[src/inc/p8t_pkg.sv]
// Overview of operation
// - Prescaler steps once per twelve core-clock cycles, on the divided edge.
// - Prescaler at zero reloads with 7Fh and keeps counting.
// - Counter steps down once per edge of the selected prescaler tap.
// - Counter at zero reloads with 0FFh and keeps counting freely.
// - Select field 0 to 7 divides the counter clock by 1 to 128.
// - Run bit low holds counter and forces prescaler to 7Fh.
// - Reset puts 0FFh in the counter and 7Fh in the prescaler.
// - With run bit high, writing the prescaler register loads it directly.
// - Counter register is readable and writable while counting continues.
// - Counter wrap from 00h to FFh sets zero flag; enabled flag requests interrupt.
// - Writing 00h to counter or one to control bit 7 sets flag.
// - Zero flag stays set until software writes it to zero.
// - Counter write beats a same-cycle decrement; no flag from that decrement.
// - In WAIT the timer runs on and its interrupt wakes the processor.
// - In STOP all timer registers freeze, so no underflow can occur.
// - Prescaler register reads live value in bits 6:0, bit 7 zero.
// - Control register: flag bit 7, enable 6, run 3, select 2:0.
package p8t_pkg;

	// Core clock division feeding the prescaler
	localparam int unsigned P8T_DIV_RATIO = 12;
	localparam logic [3:0] P8T_DIV_LAST = 4'(P8T_DIV_RATIO - 1);
	localparam logic [3:0] P8T_DIV_ZERO = 4'h0;

	// Register addresses
	localparam logic [7:0] P8T_ADDR_PRESC = 8'hd2;
	localparam logic [7:0] P8T_ADDR_CNT = 8'hd3;
	localparam logic [7:0] P8T_ADDR_CTRL = 8'hd4;
	localparam logic [7:0] P8T_ADDR_EVT = 8'hd5;
	localparam logic [7:0] P8T_ADDR_MASK = 8'hd6;

	// Reload and reset values
	localparam logic [6:0] P8T_PRESC_RELOAD = 7'h7f;
	localparam logic [6:0] P8T_PRESC_ZERO = 7'h00;
	localparam logic [7:0] P8T_CNT_RELOAD = 8'hff;
	localparam logic [7:0] P8T_CNT_ZERO = 8'h00;
	localparam logic [7:0] P8T_CTRL_RESET = 8'h00;
	localparam logic [7:0] P8T_READ_IDLE = 8'h00;
	localparam int unsigned P8T_EVT_W = 2;
	localparam logic [P8T_EVT_W-1:0] P8T_EVT_NONE = 2'h0;
	localparam logic [6:0] P8T_MASK_ONE = 7'h01;

	// Register bus request, one cycle per access
	typedef struct packed {
		logic [7:0] addr;
		logic [7:0] wdata;
		logic wr;
		logic rd;
	} p8t_bus_req_type;

	// Status/control layout, bit 7 down to bit 0
	typedef struct packed {
		logic zero_flag;
		logic zero_irq_enable;
		logic reserved_set_bit;
		logic reserved_clear_bit;
		logic prescaler_run;
		logic [2:0] prescale_select;
	} p8t_ctrl_type;

	// Sticky event bits
	typedef struct packed {
		logic presc_wrap;
		logic underflow;
	} p8t_evt_type;

	// Low prescaler bits that must be zero for a tap edge
	function automatic logic [6:0] p8t_tap_mask(input logic [2:0] sel);
		p8t_tap_mask = 7'((P8T_MASK_ONE << sel) - P8T_MASK_ONE);
	endfunction

endpackage

[src/logic/p8t_div12.sv]
`timescale 1ns/1ps
module p8t_div12 (
	input wire logic clk_in, // Core clock
	input wire logic rstn_in, // Async reset, active low
	input wire logic en_in, // Count enable, low freezes
	output logic tick_out // One cycle per twelve clocks
);
	import p8t_pkg::*;

	logic [3:0] div_r;

	// Modulo-twelve cycle counter
	always_ff @(posedge clk_in or negedge rstn_in) begin
		if (!rstn_in) begin
			div_r <= P8T_DIV_ZERO;
		end else if (en_in) begin
			div_r <= (div_r == P8T_DIV_LAST) ? P8T_DIV_ZERO : div_r + 4'h1;
		end
	end

	// Divided edge as enable pulse
	assign tick_out = en_in && (div_r == P8T_DIV_LAST);
endmodule

[src/logic/p8t_tap.sv]
`timescale 1ns/1ps
module p8t_tap (
	input wire logic tick_in, // Prescaler step enable
	input wire logic [6:0] presc_in, // Prescaler value before step
	input wire logic [2:0] sel_in, // Tap select
	output logic tap_en_out // Counter step enable
);
	import p8t_pkg::*;

	// Tap bit n toggles when the low n bits borrow on this step
	assign tap_en_out = tick_in &&
		((presc_in & p8t_tap_mask(sel_in)) == P8T_PRESC_ZERO);
endmodule

[src/logic/p8t_timer.sv]
`timescale 1ns/1ps
module p8t_timer (
	input wire logic CLK_IN, // Core clock, 20 MHz
	input wire logic RSTN_IN, // Async reset, active low
	input wire p8t_pkg::p8t_bus_req_type BUS_IN, // Register request
	output logic [7:0] RDATA_OUT, // Read data, cycle after read
	input wire logic WAIT_IN, // Core in WAIT
	input wire logic STOP_IN, // Core in STOP
	output logic IRQ_OUT, // Interrupt request level
	output logic WAKE_OUT // Wake request while in WAIT
);
	import p8t_pkg::*;

	localparam int TICK_GAP = P8T_DIV_RATIO;

	logic tick;
	logic presc_step;
	logic cnt_en;
	logic run;
	logic wr_presc;
	logic wr_cnt;
	logic wr_ctrl;
	logic wr_evt;
	logic wr_mask;
	logic underflow;
	logic presc_wrap;
	logic zf_set;
	logic [6:0] presc_r;
	logic [7:0] cnt_r;
	p8t_ctrl_type ctrl_r;
	p8t_ctrl_type ctrl_wr;
	p8t_evt_type evt_r;
	p8t_evt_type evt_set;
	p8t_evt_type evt_wr;
	p8t_evt_type mask_r;
	logic [7:0] rdata_r;
	logic [7:0] rd_mux;

	// Write decode; STOP blocks all register changes
	assign wr_presc = BUS_IN.wr && !STOP_IN &&
		(BUS_IN.addr == P8T_ADDR_PRESC);
	assign wr_cnt = BUS_IN.wr && !STOP_IN && (BUS_IN.addr == P8T_ADDR_CNT);
	assign wr_ctrl = BUS_IN.wr && !STOP_IN &&
		(BUS_IN.addr == P8T_ADDR_CTRL);
	assign wr_evt = BUS_IN.wr && !STOP_IN && (BUS_IN.addr == P8T_ADDR_EVT);
	assign wr_mask = BUS_IN.wr && !STOP_IN &&
		(BUS_IN.addr == P8T_ADDR_MASK);
	assign ctrl_wr = p8t_ctrl_type'(BUS_IN.wdata);
	assign evt_wr = p8t_evt_type'(BUS_IN.wdata[P8T_EVT_W-1:0]);
	assign run = ctrl_r.prescaler_run;

	// Divide-by-twelve time base, frozen in STOP
	p8t_div12 u_div (
		.clk_in(CLK_IN),
		.rstn_in(RSTN_IN),
		.en_in(!STOP_IN),
		.tick_out(tick)
	);

	// Prescaler steps only while running
	assign presc_step = tick && run;

	// Selected tap to counter enable pulse
	p8t_tap u_tap (
		.tick_in(presc_step),
		.presc_in(presc_r),
		.sel_in(ctrl_r.prescale_select),
		.tap_en_out(cnt_en)
	);

	// Prescaler: forced, loaded or stepped
	always_ff @(posedge CLK_IN or negedge RSTN_IN) begin
		if (!RSTN_IN) begin
			presc_r <= P8T_PRESC_RELOAD;
		end else if (STOP_IN) begin
			presc_r <= presc_r;
		end else if (!run) begin
			presc_r <= P8T_PRESC_RELOAD;
		end else if (wr_presc) begin
			presc_r <= BUS_IN.wdata[6:0];
		end else if (presc_step) begin
			if (presc_r == P8T_PRESC_ZERO) begin
				presc_r <= P8T_PRESC_RELOAD;
			end else begin
				presc_r <= presc_r - 7'h01;
			end
		end
	end

	// Counter: software write wins over a step
	always_ff @(posedge CLK_IN or negedge RSTN_IN) begin
		if (!RSTN_IN) begin
			cnt_r <= P8T_CNT_RELOAD;
		end else if (STOP_IN) begin
			cnt_r <= cnt_r;
		end else if (wr_cnt) begin
			cnt_r <= BUS_IN.wdata;
		end else if (cnt_en) begin
			if (cnt_r == P8T_CNT_ZERO) begin
				cnt_r <= P8T_CNT_RELOAD;
			end else begin
				cnt_r <= cnt_r - 8'h01;
			end
		end
	end

	// Events of this cycle
	assign underflow = cnt_en && !wr_cnt && (cnt_r == P8T_CNT_ZERO);
	assign presc_wrap = presc_step && !wr_presc &&
		(presc_r == P8T_PRESC_ZERO);
	assign zf_set = underflow ||
		(wr_cnt && (BUS_IN.wdata == P8T_CNT_ZERO)) ||
		(wr_ctrl && ctrl_wr.zero_flag);

	// Control register, one driver; flag set wins over a clear
	always_ff @(posedge CLK_IN or negedge RSTN_IN) begin
		if (!RSTN_IN) begin
			ctrl_r <= p8t_ctrl_type'(P8T_CTRL_RESET);
		end else begin
			if (wr_ctrl) begin
				ctrl_r <= ctrl_wr;
			end
			if (zf_set) begin
				ctrl_r.zero_flag <= 1'b1;
			end
		end
	end

	// Sticky event status, write one to clear, set wins
	assign evt_set.underflow = underflow;
	assign evt_set.presc_wrap = presc_wrap;
	always_ff @(posedge CLK_IN or negedge RSTN_IN) begin
		if (!RSTN_IN) begin
			evt_r <= P8T_EVT_NONE;
		end else if (wr_evt) begin
			evt_r <= (evt_r & ~evt_wr) | evt_set;
		end else begin
			evt_r <= evt_r | evt_set;
		end
	end

	// Event mask
	always_ff @(posedge CLK_IN or negedge RSTN_IN) begin
		if (!RSTN_IN) begin
			mask_r <= P8T_EVT_NONE;
		end else if (wr_mask) begin
			mask_r <= evt_wr;
		end
	end

	// Interrupt level and WAIT wake
	assign IRQ_OUT = (ctrl_r.zero_flag && ctrl_r.zero_irq_enable) ||
		(|(evt_r & mask_r));
	assign WAKE_OUT = WAIT_IN && IRQ_OUT;

	// Read multiplexer, unmapped reads zero
	always_comb begin
		rd_mux = P8T_READ_IDLE;
		unique case (BUS_IN.addr)
			P8T_ADDR_PRESC: rd_mux = {1'b0, presc_r};
			P8T_ADDR_CNT: rd_mux = cnt_r;
			P8T_ADDR_CTRL: rd_mux = ctrl_r;
			P8T_ADDR_EVT: rd_mux = {6'h00, evt_r};
			P8T_ADDR_MASK: rd_mux = {6'h00, mask_r};
			default: rd_mux = P8T_READ_IDLE;
		endcase
	end

	// Read data valid only the cycle after the strobe
	always_ff @(posedge CLK_IN or negedge RSTN_IN) begin
		if (!RSTN_IN) begin
			rdata_r <= P8T_READ_IDLE;
		end else if (BUS_IN.rd) begin
			rdata_r <= rd_mux;
		end else begin
			rdata_r <= P8T_READ_IDLE;
		end
	end
	assign RDATA_OUT = rdata_r;
endmodule

[config.mk]
export PLATFORM = sky130hd
export DESIGN_NAME = p8t_timer
export DESIGN_NICKNAME = d
export VERILOG_FILES = /design/src/inc/p8t_pkg.sv /design/src/logic/p8t_div12.sv /design/src/logic/p8t_tap.sv /design/src/logic/p8t_timer.sv
export SDC_FILE = /design/constraint.sdc
export NUM_CORES = 1
export LEC_CHECK = 0
export BUFFER_PORTS_ARGS = -buffer_cell sky130_fd_sc_hd__buf_4
export CAP_MARGIN = 25
export CORE_AREA = 8 8 110 112
export DETAILED_ROUTE_END_ITERATION = 12
export DIE_AREA = 0 0 118 120
export GPL_TIMING_DRIVEN = 0
export MAX_ROUTING_LAYER = met4
export PLACE_DENSITY_LB_ADDON = 0.3
export SLEW_MARGIN = 20
export SYNTH_ARGS = -nofsm -noshare
export SYNTH_HDL_FRONTEND = slang
export SYNTH_SLANG_ARGS = --single-unit
[constraint.sdc]
create_clock -name CLK_IN -period 4.56 [get_ports CLK_IN]
set_clock_uncertainty 0.15 [all_clocks]
set_input_delay 0.228 -clock CLK_IN [delete_from_list [all_inputs] [get_ports CLK_IN]]
set_output_delay 0.228 -clock CLK_IN [all_outputs]
set_load 0.02 [all_outputs]
==> flow_summary.yaml, run 1 <==
die:
  rows: 38
  pin_count: 32
  core_sq_mm: 0.01051
  die_y_um: 120
  die_area_sq_mm: 0.01416
  die_w_um: 118
  start_util_pct: 23.95
logic_synthesis:
  synthDistinctLibCells: 56
  yosys.area.top_type: "dfrtp_1"
  synth_area_leaders: "dfrtp_1 24%, dfstp_2 16%, mux2_2 7.6%"
  yosys_most_used_dff: "dfrtp_1"
  synth_edf_count: 0
  syn-num-nets: 294
  yosys_register_bits: 39
  syn_inst: 266
  ys_warn_count: 0
  synth.cell_area_sq_mm: 0.002516
  synth_most_common_cell: "nor2_1"
  avgSynthCellArea_sq_um: 9.459
  async_flop_share_pct: 100.0
  yosys-top-cells-count: "30 x nor2_1, 24 x dfrtp_1, 23 x nand2_1"
  yosys.area.top_type_share_pct: 23.87
  yosysSeqAreaShare_pct: 39.53
pwr:
  switching_power_uw: 229.9
  p_leak_nw: 1.286
  clkPwrFrac_pct: 35.9
  swShare_pct: 27.88
  p_seq_share_pct: 47.9
  p_comb_share_pct: 16.1
  power.density_mw_per_mm2: 271.7
  ir_worst_vdd_mv: 0.1219
  p_int_uw: 594.5
  p_total_uw: 824.4
worst_setup_path:
  path_buf_inv: 2
  crit_family: "compound AO/OA/AOI/OAI gates"
  cp_cell_sequence: "clkbuf_1, or3_1, ha_1, a311o_1, a211oi_4, buf_6, a31oi_1, a22o_1"
  criticalPathCategory: "flop to flop"
  critPathLaunchType: "flop"
  cp.required_ns: 4.64
  startpoint: "ctrl_r[2]"
  arrival_ns: 2.89
  endpoint_kind: "flop"
  slowest_stage: "a211oi_4"
  cp_max_fo: 10
  slowest_delay_ns: 0.49
  r2r_setup_slack_ns: 1.74
  r2r_start: "ctrl_r[2]"
timing:
  rsz0062_at_grt: "false"
  slew_headroom_pct: 52.59
  tightest_slew_ns: 0.7046
  fin_tns_setup_ns: 0
  finalCritPeriodShare_pct: 61.74
  hold_viol: 0
  fmax_mhz: 355.2
  min_period_ns: 2.816
  layout_setup_ws_ns: 1.744
  finalSetupViolCount: 0
  slew_viol_final: 0
finish:
  drive_gt1_share_pct: 28.95
  fillers: 1105
  area_growth_syn_to_layout_pct: 20.59
  diodes: 0
  nNetsFinal: 331
drt:
  dr.pass1.iters: 4
  ant_nets: 0
  drc: 0
  post_drt_via_cell_ratio: 5.018
  vias: 2228
  wirelength_mm: 7.071
  wl_per_cell_um: 15.93
  drt-initial-drc-count: 172
global_route:
  grt_max_degree: 40
  grt_usage_pct: 10.21
  grt_pass1_vias: 2145
  overflow: 0
  grt_pass1_wl_mm: 11.60
  grt_antenna_before_repair: 0
clock_tree:
  cts.sinks: 39
  cts_made_buffers: 5
  tritoncts: "built"
  cts.clk_slew.worst_paths_ns: 0.08
  cts_buffer_depth: 2
  post_cts_buffers: 0
  insertion_delay_ns: 0.30
  cts_max_level: 2
  root_buffer: "clkbuf_8"
job:
  cap_violations: 0
placed_design:
  routabilityCongestion: 0.8319
  place_hpwl_mm: 5.247
  dp_slack_ns: 1.774
  io_buffers: 28
status:
  run_status: "completed"
min_path:
  worstHoldPathType: "input port to flop"
  hp-start: "BUS_IN[8]"
[flip-flops by register name, summed over array words and instances (netlist names)]
name         cells
run              1
u_div.div_r      4
evt_r            2
ctrl_r           7
cnt_r            8
mask_r           2
RDATA_OUT        8
presc_r          7
[repair_timing]
item	in CTS	in global routing
hold buffers	2	0
setup endpoints to repair	0	0
endpoints found under the hold margin	25	0
gates resized for setup	0	0
[cells by family (layout without fill, tap and decap cells)]
logic type	Yosys count	after routing	synth area share, %
xor+xnor	5	5	1.740
compound gates	65	65	19.94
simple gates	108	108	22.08
buf+inv	22	60	4.525
fa+ha+maj	6	6	2.984
flops	39	39	39.53
mux	21	21	9.199
[cell type report]
class | count | area [sq um] | area share [%]
Clock inverter | 3 | 43.79 | 1.443
Inverter | 6 | 22.52 | 0.7423
Multi-Input combinational cell | 205 | 1408 | 46.39
Timing Repair Buffer | 30 | 230.2 | 7.588
Clock buffer | 5 | 68.82 | 2.268
Buffer | 16 | 91.34 | 3.010
Sequential cell | 39 | 994.7 | 32.78
Tap cell | 140 | 175.2 | 5.773
[worst register-to-register path, stage by stage (launching register included)]
cell      delay (ns)
dfrtp_1         0.36
clkbuf_1        0.19
or3_1           0.44
ha_1            0.28
a311o_1         0.32
a211oi_4        0.49
buf_6           0.22
a31oi_1         0.09
a22o_1          0.20
[routing by layer]
layer | track usage, % | routed length (um)
met3 | 2.161 | 308
met2 | 14.86 | 3224
met5 | - | 0
met4 | 2.162 | 70
met1 | 14.21 | 3469
[final timing paths]
kind / end / cells after the start
setup / recovery: cnt_r[3] / 8
hold / removal: cnt_r[6] / 3
setup reg to reg: cnt_r[3] / 8
max in group asynchronous: cnt_r[3] / 2
min in group asynchronous: u_div.div_r[3] / 2
hold reg to reg: evt_r[0] / 2
[stage by stage]
| stage | instances | utilization (%) | area [sq um] | hold WS [ns] |
|---|---|---|---|---|
| finish | 444 | 28.88 | 3034 | 0.02279 |
| global route | 444 | 28.88 | 3034 | 0.02960 |
| CTS | 444 | 28.88 | 3034 | 0.02297 |
| detailed placement | 434 | 27.61 | 2902 | 0.09291 |
| global placement | 434 | 27.61 | 2902 | 0.08826 |
| floorplan | 266 | - | 2516 | -0.2176 |
[power groups by stage]
stage	Combinational, mW	Sequential (mW)	Clock [mW]
floorplan	0.0883	0.393	0
global placement	0.130	0.400	0
detailed placement	0.132	0.401	0
CTS	0.134	0.395	0.305
global route	0.151	0.400	0.315
finish	0.133	0.395	0.296
[cell usage in the layout, fill, tap and decap left out, drive strengths merged, types with 3 or more instances in the layout]
cell type  count
o31ai          3
nand4          5
o22ai          5
dfstp         15
nor4           5
nor3           5
nand3          9
mux2i          4
and3           7
mux2          17
inv            6
nor4b          3
a31oi          8
nand2         23
a22oi          7
a41oi          5
clkbuf        13
dfrtp         24
ha             6
nor2b          6
buf           36
a21oi          3
nand2b         3
a41o           6
a22o           3
xor2           4
nor2          30
o21ai         11
No activity file was read; power rests on OpenSTA's default activity.
==> inputs of run 2 (changes only) <==
--- a/config.mk
+++ b/config.mk
@@ -5,11 +5,12 @@
 export SDC_FILE = /design/constraint.sdc
 export NUM_CORES = 1
 export LEC_CHECK = 0
+export ABC_AREA = 1
 export BUFFER_PORTS_ARGS = -buffer_cell sky130_fd_sc_hd__buf_4
 export CAP_MARGIN = 25
-export CORE_AREA = 8 8 110 112
+export CORE_AREA = 8 8 112 114
 export DETAILED_ROUTE_END_ITERATION = 12
-export DIE_AREA = 0 0 118 120
+export DIE_AREA = 0 0 120 122
 export GPL_TIMING_DRIVEN = 0
 export MAX_ROUTING_LAYER = met4
 export PLACE_DENSITY_LB_ADDON = 0.3
==> constraint.sdc (replaced) <==
create_clock -name CLK_IN -period 2.6 [get_ports CLK_IN]
set_clock_uncertainty 0.15 [all_clocks]
set_input_delay 0.13 -clock CLK_IN [delete_from_list [all_inputs] [get_ports CLK_IN]]
set_output_delay 0.13 -clock CLK_IN [all_outputs]
set_load 0.02 [all_outputs]
==> run 2 against run 1 <==
  * Synthesized area grew 3.9%
  * Fmax is 36% higher
  * Final area up 5.1%
  * Count of clock-buffer cells in the layout increased by 1
  * Non-clock buffer count decreased by 5
  * Synthesized cell count grew 42%
  * Largest cell class unchanged
  * Highest routed layer unchanged
==> flow_summary.yaml, run 2 <==
status:
  run_status: "completed"
placed_design:
  dp_cells: 548
  place_hpwl_mm: 5.906
  io_buffers: 31
  dp_slack_ns: 0.5608
  routabilityCongestion: 0.8985
  placedInstanceArea_sq_mm: 0.003022
finish:
  area_growth_syn_to_layout_pct: 22.02
  drive_gt1_share_pct: 20.90
  final_area_sq_mm: 0.003189
  fin_util_pct: 29.81
  diodes: 0
  nNetsFinal: 448
  final_cell_mix: "108 x nand2_1, 44 x nor2_1, 40 x inv_1, 40 x nand3_1, 31 x buf_4"
  layout.cells.non_filler: 561
  final_common_cell: "nand2_1"
drt:
  drt-initial-drc-count: 218
  wl_per_cell_um: 13.44
  drc: 0
  wirelength_mm: 7.541
  dr.pass1.iters: 4
  ant_nets: 0
  vias: 2514
  post_drt_via_cell_ratio: 4.481
clock_tree:
  cts_max_level: 2
  tritoncts: "built"
  cts_buffer_depth: 2
  root_buffer: "clkbuf_8"
  post_cts_buffers: 0
  insertion_delay_ns: 0.30
  cts_made_buffers: 5
  cts.clk_slew.worst_paths_ns: 0.08
  cts.sinks: 39
logic_synthesis:
  synth_most_common_cell: "nand2_1"
  syn_inst: 377
  yosys.area.top_type_share_pct: 22.98
  synth_area_leaders: "dfrtp_1 23%, nand2_1 16%, dfstp_2 15%"
  yosys-top-cells-count: "108 x nand2_1, 44 x nor2_1, 40 x inv_1, 40 x nand3_1, 24 x dfrtp_1"
  syn-num-nets: 405
  yosys.area.top_type: "dfrtp_1"
  yosys_register_bits: 39
  synthDistinctLibCells: 29
  synth.cell_area_sq_mm: 0.002614
  ys_warn_count: 0
  async_flop_share_pct: 100.0
  synth_edf_count: 0
  yosysSeqAreaShare_pct: 38.06
  avgSynthCellArea_sq_um: 6.933
  yosys_most_used_dff: "dfrtp_1"
worst_setup_path:
  cpMostUsedCell: "nand2_1"
  rr_endpoint: "cnt_r[6]"
  cp_max_fo: 9
  cp_cell_sequence: "buf_2, nor2_1, nand2_1, ha_1, nor2_1, a21oi_1, nand3_1, nor2_4, nand2_4, nand2_4, nand2_1, nand2_1"
  crit_family: "simple AND/OR/NAND/NOR gates"
  r2r_start: "ctrl_r[1]"
  reg2reg_depth: 12
  critPathLaunchType: "flop"
  slowest_delay_ns: 0.36
  r2r_setup_slack_ns: 0.53
  endpoint_kind: "flop"
  arrival_ns: 2.16
  path_buf_inv: 1
  criticalPathCategory: "flop to flop"
  slowest_stage: "dfrtp_1"
  cp.required_ns: 2.69
timing:
  rsz0062_at_grt: "false"
  hold_viol: 0
  fin_tns_setup_ns: 0
  fmax_mhz: 483.5
  holdWs_ns: 0.002856
  layout_setup_ws_ns: 0.5316
  slew_viol_final: 0
  min_period_ns: 2.068
  tightest_slew_ns: 0.5072
  finalCritPeriodShare_pct: 79.55
  slew_headroom_pct: 66.19
  finalSetupViolCount: 0
pwr:
  p_leak_nw: 1.609
  p_seq_share_pct: 44.1
  switching_power_uw: 510.2
  clkPwrFrac_pct: 32.9
  swShare_pct: 31.21
  power.density_mw_per_mm2: 512.6
  p_comb_share_pct: 23.0
  p_total_mw: 1.635
  p_int_mw: 1.125
  ir_worst_vdd_mv: 0.1744
job:
  cap_violations: 0
global_route:
  grt_pass1_wl_mm: 12.30
  overflow: 0
  grt_antenna_before_repair: 0
  grt_pass1_vias: 2418
  grt_max_degree: 40
  grt_usage_pct: 10.82
min_path:
  worstHoldPathCells: 5
  worstHoldPathType: "input port to flop"
  hp-start: "BUS_IN[9]"
  min_to: "cnt_r[7]"
die:
  die_w_um: 120
  start_util_pct: 24.43
  rows: 38
  pin_count: 32
  core_sq_mm: 0.01070
  die_y_um: 122
  die_area_sq_mm: 0.01464
## run 2: cell types whose count changed in the layout (fill, tap and decap cells not counted), sizes merged, moves of 7 or more
cell    previous run  this run
a21oi              3        10
a22oi              7         0
a31oi              8         0
and3               7         0
clkbuf            13         6
inv                6        51
mux2              17         0
nand2             23       114
nand3              9        42
nor2              30        53
o21ai             11        33
## run 2: power groups by stage
| stage | clock [mW] | sequential, mW | combinational, mW |
|---|---|---|---|
| after floorplan | 0 | 0.717 | 0.262 |
| after global placement | 0 | 0.730 | 0.357 |
| after detailed placement | 0 | 0.731 | 0.369 |
| after CTS | 0.548 | 0.720 | 0.377 |
| after global routing | 0.568 | 0.730 | 0.437 |
| final | 0.538 | 0.721 | 0.376 |
## run 2: metal layers
layer	part of all wire (%)	up-vias	routed length, um	track usage (%)
met1	51	1136	3825	14.70
met3	6.1	10	459	2.545
met4	1.6	0	119	3.357
met5	0	-	0	-
li1	-	1299	-	-
met2	42	69	3136	15.51
## run 2: logic make-up after synthesis
family,Yosys count,share of synthesized area (%)
simple gates,224,39.16
fa+ha+maj,6,2.872
xor+xnor,4,1.340
compound gates,48,9.718
buf+inv,56,8.856
flops,39,38.06
## run 2: area by class of cell
cell class	instances	area, sq um
buffer	5	37.54
clock buffer	6	82.58
clock inverter	2	35.03
fill	1195	7508
inverter	51	193.9
multi-input combinational	282	1388
sequential	39	994.7
tap	140	175.2
timing repair buffer	36	282.8
## run 2: timing repair
action	CTS	global route
endpoints found under the hold margin	34	0
hold buffers	5	0
resized for setup	0	0
## run 2: worst max-delay path by stage
stage | end | slack [ns] | startpoint | depth (start not counted)
floorplan | cnt_r[1] | 0.79 | ctrl_r[1] | 12
global placement | cnt_r[0] | 0.60 | ctrl_r[1] | 12
detailed placement | cnt_r[4] | 0.56 | ctrl_r[1] | 12
CTS | cnt_r[4] | 0.54 | ctrl_r[1] | 12
global route | cnt_r[1] | 0.37 | ctrl_r[1] | 12
finish | cnt_r[6] | 0.53 | ctrl_r[1] | 12
## run 2: tightest hold or removal path: stages
cell and delay (ns):
buf_4 0.09, nand2_1 0.05, nand2_1 0.05, nand2_1 0.05
nand2_1 0.05
==> inputs of run 3 (changes only) <==
--- a/config.mk
+++ b/config.mk
@@ -5,12 +5,12 @@
 export SDC_FILE = /design/constraint.sdc
 export NUM_CORES = 1
 export LEC_CHECK = 0
-export ABC_AREA = 1
+export ABC_AREA = 0
 export BUFFER_PORTS_ARGS = -buffer_cell sky130_fd_sc_hd__buf_4
 export CAP_MARGIN = 25
-export CORE_AREA = 8 8 112 114
+export CORE_AREA = 8 8 110 112
 export DETAILED_ROUTE_END_ITERATION = 12
-export DIE_AREA = 0 0 120 122
+export DIE_AREA = 0 0 118 120
 export GPL_TIMING_DRIVEN = 0
 export MAX_ROUTING_LAYER = met4
 export PLACE_DENSITY_LB_ADDON = 0.3
==> constraint.sdc (replaced) <==
create_clock -name CLK_IN -period 1.96 [get_ports CLK_IN]
set_clock_uncertainty 0.15 [all_clocks]
set_input_delay 0.098 -clock CLK_IN [delete_from_list [all_inputs] [get_ports CLK_IN]]
set_output_delay 0.098 -clock CLK_IN [all_outputs]
set_load 0.02 [all_outputs]
==> run 3 against run 2 <==
  * The run now ends with setup timing left
  * Die area is 3.3% lower
  * Global-route usage increased by 0.19 points
  * Count of clock-buffer cells in the layout is 1 higher
  * Power rose by 13%
  * Sequential cell count did not move
  * Register-to-register slack lost 1.0 ns
  * First-iteration DRC count fell by 54%
  * Fmax fell by 15%
  * Clock power is 7.2% higher
  * Final area is 3.1% higher
  * Critical path type unchanged
  * Critical endpoint is now cnt_r[7]
  * Highest routed layer unchanged
==> flow_summary.yaml, run 3 (synthesis gave the netlist of run 1 again) <==
clock_tree:
  cts.clk_slew.worst_paths_ns: 0.08
  cts_max_level: 2
  tritoncts: "built"
  insertion_delay_ns: 0.29
  cts_buffer_depth: 2
  cts.sinks: 39
  cts_made_buffers: 5
  root_buffer: "clkbuf_8"
global_route:
  overflow: 0
  grt_usage_pct: 11.01
  grt_pass1_wl_mm: 12.34
  grt_pass1_vias: 2257
  grt_max_degree: 40
  grt_antenna_before_repair: 0
finish:
  final_cell_mix: "35 x buf_4, 29 x nor2_1, 23 x nand2_1"
  final_common_cell: "buf_4"
  drive_gt1_share_pct: 34.06
  area_growth_syn_to_layout_pct: 30.63
  layout.cells.non_filler: 460
  nNetsFinal: 347
  diodes: 0
drt:
  drt-initial-drc-count: 101
  maxUsedRoutingLayer: "met4"
  vias: 2347
  ant_nets: 0
  post_drt_via_cell_ratio: 5.102
  dr.pass1.iters: 4
  drc: 0
  met2WireLength_mm: 3.663
  wirelength_mm: 7.699
  wl_per_cell_um: 16.74
  drt-met1-wl_mm: 3.587
  wl_met3_um: 338
placed_design:
  dp_cells: 434
  place_hpwl_mm: 5.361
  io_buffers: 28
  routabilityCongestion: 0.8166
timing:
  hold_viol: 0
  rsz0062_at_grt: "true"
  fin_tns_setup_ns: -4.452
  holdWs_ns: 0.04372
  tightest_slew_ns: 0.7810
  slew_headroom_pct: 47.45
  layout_setup_ws_ns: -0.4839
  fmax_mhz: 409.2
  finalSetupViolCount: 10
  min_period_ns: 2.444
  finalCritPeriodShare_pct: 124.7
  slew_viol_final: 0
worst_setup_path:
  critPathLaunchType: "flop"
  cp.required_ns: 2.03
  r2r_start: "ctrl_r[1]"
  rr_endpoint: "cnt_r[7]"
  r2r_setup_slack_ns: -0.48
  startpoint: "ctrl_r[1]"
  criticalPathCategory: "flop to flop"
  cp_max_fo: 7
  endpoint: "cnt_r[7]"
  reg2reg_depth: 8
  endpoint_kind: "flop"
  arrival_ns: 2.51
pwr:
  p_leak_nw: 1.374
  power.density_mw_per_mm2: 560.1
  ir_worst_vdd_mv: 0.2735
job:
  cap_violations: 0
die:
  pin_count: 32
  core_sq_mm: 0.01051
  start_util_pct: 23.95
  die_area_sq_mm: 0.01416
  die_w_um: 118
  rows: 38
  die_y_um: 120
status:
  run_status: "finished with violations"
  violations: "setup timing"
min_path:
  worstHoldPathType: "input port to flop"
## run 3: area by class of cell
| cell class | count | area (sq um) |
|---|---|---|
| Inverter | 6 | 22.52 |
| Tap cell | 140 | 175.2 |
| Timing Repair Buffer | 48 | 414.1 |
| Fill cell | 1083 | 7221 |
| Clock buffer | 7 | 86.33 |
| Multi-Input combinational cell | 205 | 1500 |
| Sequential cell | 39 | 997.2 |
| Buffer | 14 | 86.33 |
| Clock inverter | 1 | 5.005 |
## run 3: how the worst min path moves through the flow
| stage | startpoint | to | slack, ns | cells past startpoint |
|---|---|---|---|---|
| floorplan | RSTN_IN | RDATA_OUT[0] | -0.35 | 0 |
| global placement | RSTN_IN | u_div.div_r[0] | -0.04 | 1 |
| detailed placement | RSTN_IN | u_div.div_r[0] | -0.04 | 1 |
| CTS | STOP_IN | u_div.div_r[0] | 0.05 | 3 |
| global route | STOP_IN | u_div.div_r[0] | 0.08 | 3 |
| finish | STOP_IN | u_div.div_r[0] | 0.04 | 3 |
## run 3: per-layer routing
metal	GRT usage, %	vias up
met5	-	-
met4	2.562	0
met3	2.255	8
met2	18.15	53
met1	13.62	1179
li1	-	1107
## run 3: power breakdown
group | internal [mW] | switching [mW] | total (mW) | leakage, nW
clock | 0.285 | 0.292 | 0.577 | 0.0482
combinational | 0.161 | 0.184 | 0.344 | 0.846
sequential | 0.863 | 0.0569 | 0.920 | 0.480
## run 3: worst max-delay path, cell delays in order, from the launching register on
cell	delay, ns
dfrtp_2	0.45
or3_4	0.42
ha_4	0.18
a311o_1	0.39
a211oi_4	0.19
buf_6	0.19
buf_8	0.13
a41oi_2	0.08
o21ai_1	0.18
## run 3: repair_timing
| action | 4_1_cts | 5_1_grt |
|---|---|---|
| gates cloned | 1 | 0 |
| setup buffers | 8 | 2 |
| hold endpoints to repair | 54 | 0 |
| endpoints found under the setup margin | 11 | 10 |
| pin swaps | 6 | 11 |
| hold buffers | 9 | 0 |
| gates resized for setup | 10 | 7 |
## run 3: per-stage QoR
step	cell area [sq um]	utilization, %	setup slack (ns)	power (mW)
global placement	2929	27.88	-0.5732	1.240
finish	3287	31.28	-0.4839	1.841
global route	3287	31.28	-0.5203	1.948
floorplan	2544	-	-0.3568	1.126
detailed placement	2929	27.88	-0.6007	1.250
CTS	3246	30.89	-0.4568	1.860
